`src/lsu_pkg.sv`:
```
package lsu_pkg;

  localparam int DATA_W = 32;

  // register byte offsets
  localparam logic [7:0] LSU_CTRL_OFS   = 8'h00;
  localparam logic [7:0] LSU_STATUS_OFS = 8'h04;
  localparam logic [7:0] LSU_BASE_OFS   = 8'h08;
  localparam logic [7:0] LSU_OFFSET_OFS = 8'h0C;
  localparam logic [7:0] LSU_WDATA_OFS  = 8'h10;
  localparam logic [7:0] LSU_RESULT_OFS = 8'h14;
  localparam logic [7:0] LSU_BRANCH_OFS = 8'h18;
  localparam logic [7:0] LSU_FLAGS_OFS  = 8'h1C;

  // control register layout: start strobe in bit 0, operation fields above it
  localparam int         LSU_CTRL_START_BIT = 0;
  localparam int         LSU_CTRL_FIELD_LSB = 1;
  localparam int         LSU_CTRL_FIELD_W   = 12;
  localparam logic [3:0] LSU_FLAGS_RESET    = 4'h0;

  typedef enum logic [1:0]
  {
    LSU_SIZE_BYTE = 2'h0,
    LSU_SIZE_HALF = 2'h1,
    LSU_SIZE_WORD = 2'h2
  } lsu_size_t;

  typedef enum logic [1:0]
  {
    LSU_MODE_OFFSET = 2'h0,
    LSU_MODE_PRE    = 2'h1,
    LSU_MODE_POST   = 2'h2,
    LSU_MODE_REGOFS = 2'h3
  } lsu_mode_t;

  typedef enum logic [1:0]
  {
    LSU_ST_IDLE   = 2'b01,
    LSU_ST_ACCESS = 2'b10
  } lsu_state_t;

  typedef struct packed
  {
    logic       subtract;
    logic       privileged;
    logic       dest_is_pc;
    logic       unpriv;
    logic [1:0] left_shift;
    lsu_mode_t  mode;
    logic       is_signed;
    lsu_size_t  size;
    logic       is_load;
  } lsu_ctrl_t;

  typedef struct packed
  {
    logic [DATA_W-1:0] addr;
    logic [DATA_W-1:0] wdata;
    lsu_size_t         size;
    logic              write;
    logic              priv;
  } lsu_mem_req_t;

endpackage : lsu_pkg

```
`src/lsu_core.sv`:
```
// How it works
// - word load into program counter branches to loaded value with bit 0 cleared
// - loads and stores never change the condition flags
// - register offset address is base plus offset shifted left zero to three
// - size picks width; unsigned zero-extends, signed sign-extends, signed only for loads
// - register offset transfers byte, halfword or word, loads signed or unsigned
// - unprivileged variants access memory with unprivileged rights
// - unprivileged variants in unprivileged software act like ordinary forms
// - pre-index accesses base plus or minus offset, post-index the base; both write back that sum or difference
//
// Chosen here: the APB interface to the registers and the register addresses.
module lsu_core
  import lsu_pkg::*;
#(
  parameter int PADDR_W = 8
)
(
  input  wire logic               pclk,
  input  wire logic               presetn,
  input  wire logic               psel,
  input  wire logic               penable,
  input  wire logic               pwrite,
  input  wire logic [PADDR_W-1:0] paddr,
  input  wire logic [DATA_W-1:0]  pwdata,
  output logic      [DATA_W-1:0]  prdata,
  output logic                    pready,
  output logic                    pslverr,
  output lsu_mem_req_t            mem_req,
  output logic                    mem_valid,
  input  wire logic               mem_ack,
  input  wire logic [DATA_W-1:0]  mem_rdata,
  output logic      [3:0]         cond_flags,
  output logic                    branch_valid,
  output logic      [DATA_W-1:0]  branch_target,
  output logic                    wb_valid,
  output logic      [DATA_W-1:0]  wb_base
);

  if (PADDR_W < 8)
  begin : g_chk
    $error("lsu_core: PADDR_W must be at least 8");
  end

  lsu_state_t        state;
  lsu_ctrl_t         ctrl;
  logic [DATA_W-1:0] base_val;
  logic [DATA_W-1:0] offset_val;
  logic [DATA_W-1:0] store_data;
  logic [DATA_W-1:0] result;
  logic [DATA_W-1:0] wb_sum;
  logic              done;
  logic              branch_taken;
  lsu_ctrl_t         new_ctrl;
  logic [7:0]        reg_addr;
  logic              mapped;
  logic              wr_en;
  logic              start;
  logic [DATA_W-1:0] eff_offset;
  logic [DATA_W-1:0] sum_addr;
  logic [DATA_W-1:0] access_addr;
  logic [DATA_W-1:0] load_ext;
  logic [DATA_W-1:0] rd_mux;
  logic              finish;
  logic              writeback;

  assign reg_addr = paddr[7:0];
  assign mapped   = (paddr[PADDR_W-1:0] >> 5) == '0 && reg_addr[1:0] == 2'h0;
  assign pready   = 1'b1;
  assign pslverr  = psel & penable & ~mapped;
  assign wr_en    = psel & penable & pwrite & mapped;
  assign start    = wr_en && reg_addr == LSU_CTRL_OFS && pwdata[LSU_CTRL_START_BIT]
                    && state == LSU_ST_IDLE;
  assign finish   = state == LSU_ST_ACCESS && mem_ack;
  assign writeback = ctrl.mode == LSU_MODE_PRE || ctrl.mode == LSU_MODE_POST;
  assign new_ctrl  = lsu_ctrl_t'(pwdata[LSU_CTRL_FIELD_LSB +: LSU_CTRL_FIELD_W]);
  // fields arrive with the start strobe, so decode them straight from the bus
  always_comb
  begin
    if (new_ctrl.mode == LSU_MODE_REGOFS)
      eff_offset = offset_val << new_ctrl.left_shift;
    else
      eff_offset = offset_val;
    if (new_ctrl.subtract && new_ctrl.mode != LSU_MODE_REGOFS)
      sum_addr = base_val - eff_offset;
    else
      sum_addr = base_val + eff_offset;
    if (new_ctrl.mode == LSU_MODE_POST)
      access_addr = base_val;
    else
      access_addr = sum_addr;
  end

  // load data sizing
  always_comb
  begin
    unique case (ctrl.size)
      LSU_SIZE_BYTE:
        load_ext = {{24{ctrl.is_signed & mem_rdata[7]}}, mem_rdata[7:0]};
      LSU_SIZE_HALF:
        load_ext = {{16{ctrl.is_signed & mem_rdata[15]}}, mem_rdata[15:0]};
      default:
        load_ext = mem_rdata;
    endcase
  end

  always_ff @(posedge pclk or negedge presetn)
  begin
    if (!presetn)
      state <= LSU_ST_IDLE;
    else if (start)
      state <= LSU_ST_ACCESS;
    else if (finish)
      state <= LSU_ST_IDLE;
  end

  // operand registers frozen while an access is in flight
  always_ff @(posedge pclk or negedge presetn)
  begin
    if (!presetn)
    begin
      ctrl       <= '0;
      offset_val <= '0;
      store_data <= '0;
      cond_flags <= LSU_FLAGS_RESET;
    end
    else if (wr_en && state == LSU_ST_IDLE)
    begin
      if (reg_addr == LSU_CTRL_OFS)
        ctrl <= new_ctrl;
      if (reg_addr == LSU_OFFSET_OFS)
        offset_val <= pwdata;
      if (reg_addr == LSU_WDATA_OFS)
        store_data <= pwdata;
      if (reg_addr == LSU_FLAGS_OFS)
        cond_flags <= pwdata[3:0];
    end
  end

  // base register copy, updated by software or by writeback
  always_ff @(posedge pclk or negedge presetn)
  begin
    if (!presetn)
      base_val <= '0;
    else if (finish && writeback)
      base_val <= wb_sum;
    else if (wr_en && state == LSU_ST_IDLE && reg_addr == LSU_BASE_OFS)
      base_val <= pwdata;
  end

  always_ff @(posedge pclk or negedge presetn)
  begin
    if (!presetn)
    begin
      mem_valid <= 1'b0;
      mem_req   <= '0;
      wb_sum    <= '0;
    end
    else if (start)
    begin
      mem_valid     <= 1'b1;
      mem_req.addr  <= access_addr;
      mem_req.wdata <= store_data;
      mem_req.size  <= new_ctrl.size;
      mem_req.write <= ~new_ctrl.is_load;
      // privilege drops for unprivileged variants regardless of caller
      mem_req.priv  <= new_ctrl.privileged & ~new_ctrl.unpriv;
      wb_sum        <= sum_addr;
    end
    else if (finish)
      mem_valid <= 1'b0;
  end

  always_ff @(posedge pclk or negedge presetn)
  begin
    if (!presetn)
    begin
      result        <= '0;
      done          <= 1'b0;
      branch_taken  <= 1'b0;
      branch_valid  <= 1'b0;
      branch_target <= '0;
      wb_valid      <= 1'b0;
      wb_base       <= '0;
    end
    else
    begin
      branch_valid <= 1'b0;
      wb_valid     <= 1'b0;
      if (start)
      begin
        done         <= 1'b0;
        branch_taken <= 1'b0;
      end
      if (finish)
      begin
        done <= 1'b1;
        if (ctrl.is_load)
          result <= load_ext;
        if (ctrl.is_load && ctrl.dest_is_pc && ctrl.size == LSU_SIZE_WORD)
        begin
          // halfword-aligned target; bit 0 of the value is the state bit
          branch_valid  <= 1'b1;
          branch_taken  <= 1'b1;
          branch_target <= {mem_rdata[DATA_W-1:1], 1'b0};
        end
        if (writeback)
        begin
          wb_valid <= 1'b1;
          wb_base  <= wb_sum;
        end
      end
    end
  end

  always_comb
  begin
    rd_mux = '0;
    unique case (reg_addr)
      LSU_CTRL_OFS:   rd_mux[LSU_CTRL_FIELD_LSB +: LSU_CTRL_FIELD_W] = ctrl;
      LSU_STATUS_OFS: rd_mux[2:0] = {branch_taken, done, state == LSU_ST_ACCESS};
      LSU_BASE_OFS:   rd_mux = base_val;
      LSU_OFFSET_OFS: rd_mux = offset_val;
      LSU_WDATA_OFS:  rd_mux = store_data;
      LSU_RESULT_OFS: rd_mux = result;
      LSU_BRANCH_OFS: rd_mux = branch_target;
      LSU_FLAGS_OFS:  rd_mux[3:0] = cond_flags;
      default:        rd_mux = '0;
    endcase
  end

  // read data captured in the setup cycle so prdata comes from a flip-flop
  always_ff @(posedge pclk or negedge presetn)
  begin
    if (!presetn)
      prdata <= '0;
    else if (psel && !penable && !pwrite)
      prdata <= rd_mux;
  end
endmodule : lsu_core

```
`config.mk`:
```
export PLATFORM = sky130hd
export DESIGN_NAME = lsu_core
export DESIGN_NICKNAME = d
export VERILOG_FILES = /design/src/lsu_pkg.sv /design/src/lsu_core.sv
export SDC_FILE = /design/constraint.sdc
export NUM_CORES = 1
export LEC_CHECK = 0
export ABC_AREA = 1
export CORE_AREA = 5 5 188 190
export CTS_CLUSTER_DIAMETER = 60
export CTS_CLUSTER_SIZE = 10
export DETAILED_ROUTE_END_ITERATION = 10
export DIE_AREA = 0 0 193 195
export DONT_BUFFER_PORTS = 1
export PLACE_DENSITY = 0.71
export RECOVER_POWER = 25
export SLEW_MARGIN = 20
export SYNTH_ARGS = -nofsm -noshare
export SYNTH_HDL_FRONTEND = slang
export SYNTH_SLANG_ARGS = --single-unit
export TNS_END_PERCENT = 5
```
`constraint.sdc`:
```
create_clock -name pclk -period 4.3 [get_ports pclk]
set_clock_uncertainty 0.05 [all_clocks]
set_input_delay 0.43 -clock pclk [delete_from_list [all_inputs] [get_ports pclk]]
set_output_delay 0.43 -clock pclk [all_outputs]
set_load 0.005 [all_outputs]
```
### Word level (Yosys, flattened, before mapping)

Index checks and enable logic that the tools add are counted.

* register bits: 346
* bits of input ports: 78
* output and inout port bits: 173
* word-level logic and storage cells: 111

* $add $sub $neg: 2
* equality and inequality tests: 16
* shifts and indexed selects: 1
* mux-type cells: 24
* bitwise logic cells: 10
* reductions and logical operators: 29

Operators with widths (number)
* 32-bit 2-to-1 mux: 5
* 19-bit case mux with 5 select lines: 1
* 32-bit case mux with 2 select lines: 1
* 9-bit case mux with 6 select lines: 1
* 32-bit adder: 1
* 8-bit by 5-bit equality test with 1-bit output, second input constant: 4
* 32-bit by 2-bit left shift with 32-bit output: 1
* 32-bit subtractor: 1
* 8-bit by 4-bit equality test with 1-bit output, second input constant: 2
* 8-bit logical NOT: 2
* 2-bit case mux with 8 select lines: 1
* 2-bit AND reduction: 7
* 1-bit logical AND: 13
* 1-bit 2-to-1 mux: 11
* 2-bit equality test, second input constant: 5
* 8-bit by 3-bit equality test with 1-bit output, second input constant: 1
* 1-bit AND: 7
* 1-bit case mux with 7 select lines: 1
* 2-bit by 1-bit equality test with 1-bit output, second input constant: 3
* 1-bit case mux with 6 select lines: 1
* 2-bit logical NOT: 2
* 2-bit 2-to-1 mux: 2
* 2-bit nonzero test: 2
* 1-bit inverter: 3
* other kinds (3): 4

### Depth between registers and ports, before layout

* depth after elaboration: 9
* mapped depth: 30

### Worst setup path after synthesis

Ideal clock, no wire load.

* path type: in2reg
* start: in pwdata[6]
* end: reg mem_req[53] in the netlist's numbering
* arrival time: 3300 ps
* setup slack: 885 ps
* cell stages on the path: 22
* buffers on the path: 1
* path through: nand2_2 > nor2_1 > buf_4 > and2_1 > nor2_4 > nand2_2 > nor2_4 > inv_2 > nor2_4 > nand2_2 > o21ai_1 > xor2_1 > ha_1 > a21oi_1 > a21boi_0 > o21ai_0 > a21oi_1 > o21ai_0 > or2_2 > nand2_1 > o21ai_0 > nand2_1

* word-level cells in the longest chain between the ends: 5

Ends and longest elaborated chain
* from (decl): line lsu_core.sv:24 `input wire logic [DATA_W-1:0] pwdata,`
* 2-bit equality test: line lsu_core.sv:79 `if (new_ctrl.mode == LSU_MODE_REGOFS)`
* 32-bit 2-to-1 mux: line lsu_core.sv:79
* 32-bit adder / 32-bit subtractor (equally long branches): line lsu_core.sv:86, lsu_core.sv:84
* 32-bit 2-to-1 mux: line lsu_core.sv:83 `if (new_ctrl.subtract && new_ctrl.mode != LSU_MODE_REGOFS)`
* 32-bit 2-to-1 mux *: line lsu_core.sv:87 `if (new_ctrl.mode == LSU_MODE_POST)`
* to (decl): line lsu_core.sv:28 `output lsu_mem_req_t mem_req,`

Every way passes the cells marked *; elsewhere a longest branch is shown, timed or not.
A chain may end at the register's enable or synchronous reset.

### Final worst setup path

* start: in pwdata[8]
* end: reg mem_req[67] in the netlist's numbering

* word-level cells in the longest chain between the ends: 5

Ends and longest elaborated chain
* 32-bit by 2-bit left shift with 32-bit output *: line lsu_core.sv:80 `eff_offset = offset_val << new_ctrl.left_shift;`
* 32-bit 2-to-1 mux *: line lsu_core.sv:79
* 32-bit adder / 32-bit subtractor (equally long branches): line lsu_core.sv:86, lsu_core.sv:84
* 32-bit 2-to-1 mux *: line lsu_core.sv:83
* 32-bit 2-to-1 mux *: line lsu_core.sv:87

Marks and branches as above.

==> results.py <==
metrics = {
    "run_status": {
        "status": "finished, violations left",
        "violations": "negative hold slack",
    },
    "worst_setup_path": {
        "worst_ep_required_time_ps": 4700,
        "crit_top_cell": "nand2_1",
        "r2r_end": "mem_req[67]$_DFFE_PN0P_",
        "cp_slowest_cell": "dlygate4sd3_1",
        "r2r_start": "offset_val[1]$_DFFE_PN0P_",
        "critPathLaunchType": "primary input",
        "cp_data_arrival_time_ps": 4440,
        "slowest_delay_ps": 580,
        "r2r_slack_ps": 340,
        "cp_max_fo": 29,
        "cp-end-kind": "register",
        "crit_type": "primary input to register",
        "reg2reg_depth": 28,
    },
    "clock_network": {
        "path_clk_slew_ps": 50,
        "cts_buffers": 42,
        "cts_buffer_depth": 3,
        "cts_hold_buf": 59,
        "cts_tree": "done",
        "root_buffer": "clkbuf_16",
        "cts.sinks": 345,
        "htree_levels": 2,
        "postCtsSetupRepairBufs": 0,
        "insertion_delay_ps": 560,
    },
    "sta": {
        "drv_slew": 0,
        "period_needed_ps": 4047,
        "setup_slack_ps": 253.1,
        "hold_ws_ps": -479.8,
        "worst_pin_slew_ps": 1019,
        "slew_headroom": 0.3204,
        "finalSetupViolCount": 0,
        "hold_violations": 345,
        "clock.fmax_ghz": 0.2471,
        "rsz0062_at_grt": "true",
        "fin_crit_sh": 0.9411,
        "tns_ps": 0,
    },
    "grt": {
        "grt_max_degree": 346,
        "grt_usage": 0.3244,
        "grt_pass1_wl_mm": 95.10,
        "overflow": 0,
        "grt_pass1_vias": 16120,
        "antenna_found_initial": 1,
    },
    "logic_synthesis": {
        "syn-num-nets": 2447,
        "yosysWarnings": 0,
        "syn_area_per_cell_um2": 7.739,
        "yosysSeqAreaShare": 0.4774,
        "syn_inst": 2337,
        "ys_seq_elements": 345,
        "synth_cell_types": 51,
        "netlist_area_mm2": 0.01809,
    },
    "finish": {
        "areaGrowthSynthToFinish_pct": 11.94,
        "regArea_mm2": 0.008635,
        "utilization": 0.6083,
        "nFillCells": 3024,
        "nNetsFinal": 2471,
        "final_layout_size_suffix_gt1_frac": 0.05932,
        "multi_input_area_mm2": 0.008195,
        "finalNonFillerCells": 2826,
        "finalInstanceArea_mm2": 0.02025,
    },
    "die": {
        "core_area_mm2": 0.03328,
        "ioPinCount": 251,
        "dieArea_mm2": 0.03764,
        "fp.dieW_um": 193,
        "rows": 67,
        "start_util": 0.5434,
        "die_h_um": 195,
    },
    "placement": {
        "port_buffers": 0,
        "dp_slack_ps": 63.93,
        "dp_hpwl_mm": 44.51,
        "dp_cells": 2706,
        "place.gp.congestion": 0.9564,
        "placed_area_mm2": 0.01843,
    },
    "power_and_ir_drop": {
        "vdd.ir_drop.worst_v": 0.0004883,
        "p_total_mw": 7.765,
        "leakagePower_nw": 10.31,
        "powerDensity_mw_per_mm2": 383.5,
    },
    "routing": {
        "ant_nets": 0,
        "drtIter0Drc": 1779,
        "drc": 0,
        "drt_pass1_iterations": 5,
        "wl_per_cell_um": 21.77,
        "num_vias": 16780,
        "viasPerCell": 5.936,
        "routed_wl_mm": 61.51,
    },
    "hold_path": {
        "hp-class": "primary input to asynchronous set/reset pin",
    },
    "run": {
        "maxCapViolations": 0,
    },
}
## flip-flops by register name, indices dropped and copies added (netlist names)
name           cells
base_val          32
branch_taken       1
branch_target     31
branch_valid       1
cond_flags         4
ctrl              12
done               1
mem_req           68
offset_val        32
prdata            32
result            32
state              2
store_data        32
wb_base           32
wb_sum            32
wb_valid           1
## placed cells by master (no fill, tap or decap), types with 4 or more instances in the layout
cell and n:
nand3_1 136, buf_4 27, a31oi_1 11, o21ai_0 210, a221oi_1 25, nand2_2 10
o22ai_1 17, a21oi_2 4, nor2_1 139, ha_1 31, nand4_1 10, inv_1 203
nand3_2 12, a21oi_1 99, o21a_1 17, a22oi_1 8, nor3_1 14, o211ai_1 9
clkbuf_1 9, inv_2 9, a211oi_1 17, xnor2_1 11, a21o_1 5, o21ai_1 11
a2111oi_0 5, xor2_1 34, nand2_1 777, o31ai_1 4, dlygate4sd3_1 59, nor2_2 9
nor2_4 7, clkbuf_16 45, a41oi_1 7, dfrtp_1 344
## layout make-up
| class | count | share of cell area |
|---|---|---|
| Antenna cell | 1 | 0.0001236 |
| Multi-Input combinational cell | 1668 | 0.4048 |
| Timing Repair Buffer | 88 | 0.04116 |
| Clock buffer | 55 | 0.05797 |
| Sequential cell | 345 | 0.4265 |
| Inverter | 216 | 0.04011 |
| Clock inverter | 5 | 0.001669 |
| Tap cell | 448 | 0.02769 |
## what timing repair did
item,in CTS,in global routing
hold endpoints to repair,451,345
gates resized for setup,0,7
setup endpoints to repair,0,12
## how the worst max path moves through the flow
stage	slack, ps	from	cells past startpoint	endpoint
floorplan	880	pwdata[6]	22	mem_req[53]$_DFFE_PN0P_
global placement	120	pwdata[7]	23	mem_req[53]$_DFFE_PN0P_
detailed placement	60	pwdata[7]	23	mem_req[53]$_DFFE_PN0P_
CTS	130	pwdata[8]	24	mem_req[53]$_DFFE_PN0P_
global route	-20	pwdata[8]	25	mem_req[53]$_DFFE_PN0P_
finish	250	pwdata[8]	30	mem_req[67]$_DFFE_PN0P_
## Yosys cell counts (all sizes together)
| library cell | n | area [µm²] |
|---|---|---|
| o21a | 17 | 127.6 |
| o31ai | 4 | 30.03 |
| nand2 | 789 | 2999 |
| clkbuf | 82 | 307.8 |
| clkinv | 4 | 15.01 |
| a221oi | 25 | 219.0 |
| and2 | 2 | 12.52 |
| nand3b | 3 | 22.52 |
| conb | 2 | 7.510 |
| a21oi | 103 | 515.5 |
| nand4 | 10 | 62.56 |
| a2111oi | 5 | 43.79 |
| xor2 | 34 | 297.8 |
| ha | 31 | 387.9 |
| fa | 1 | 20.02 |
| o221ai | 2 | 17.52 |
| a31oi | 11 | 68.82 |
| o21ai | 223 | 1124 |
| inv | 212 | 795.8 |
| a22oi | 8 | 60.06 |
| dfstp | 1 | 26.28 |
| buf | 26 | 171.4 |
| o211ai | 9 | 67.56 |
| a22o | 2 | 17.52 |
| dfrtp | 344 | 8608 |
| a21o | 5 | 37.54 |
| nor2 | 155 | 649.4 |
| a211oi | 17 | 127.6 |
| xnor2 | 11 | 96.34 |
| o21bai | 3 | 22.52 |
| o22ai | 17 | 106.4 |
| nor3 | 14 | 70.07 |
| a41oi | 7 | 61.31 |
| nand3 | 148 | 800.8 |
| or2 | 2 | 12.51 |
| a21boi | 4 | 30.03 |
| nor4 | 4 | 46.29 |
## critical path: cells and delay by family
| kind | cells | cell delay (ps) |
|---|---|---|
| AO/OA/AOI/OAI | 4 | 790 |
| adder cells (fa/ha/maj) | 1 | 310 |
| buffers and inverters | 5 | 970 |
| AND/OR/NAND/NOR | 20 | 1930 |
## power breakdown
group,total (mW),internal (mW),switching [mW]
clock network,3.23,1.89,1.35
logic,0.644,0.245,0.399
registers,3.89,3.59,0.297
## cell families (layout without fill, tap and decap cells)
logic type	Yosys count	count (layout)	synth area share
AOI/OAI and AO/OA	462	462	0.1480
and+or+nand+nor	1127	1127	0.2585
DFF	345	345	0.4774
adders and majority gates	32	32	0.02255
buffers and inverters	324	364	0.07132
other	2	3	0.0004152
xor gates and xnor gates	45	45	0.02179
## metal layers
layer | track usage | vias to the layer above | share of wire
met2 | 0.4850 | 855 | 0.44
li1 | - | 7663 | -
met5 | 0 | - | 0
met3 | 0.08375 | 128 | 0.10
met4 | 0.1023 | 0 | 0.035
met1 | 0.4657 | 8129 | 0.42
No activity file was read; power rests on OpenSTA's default activity.
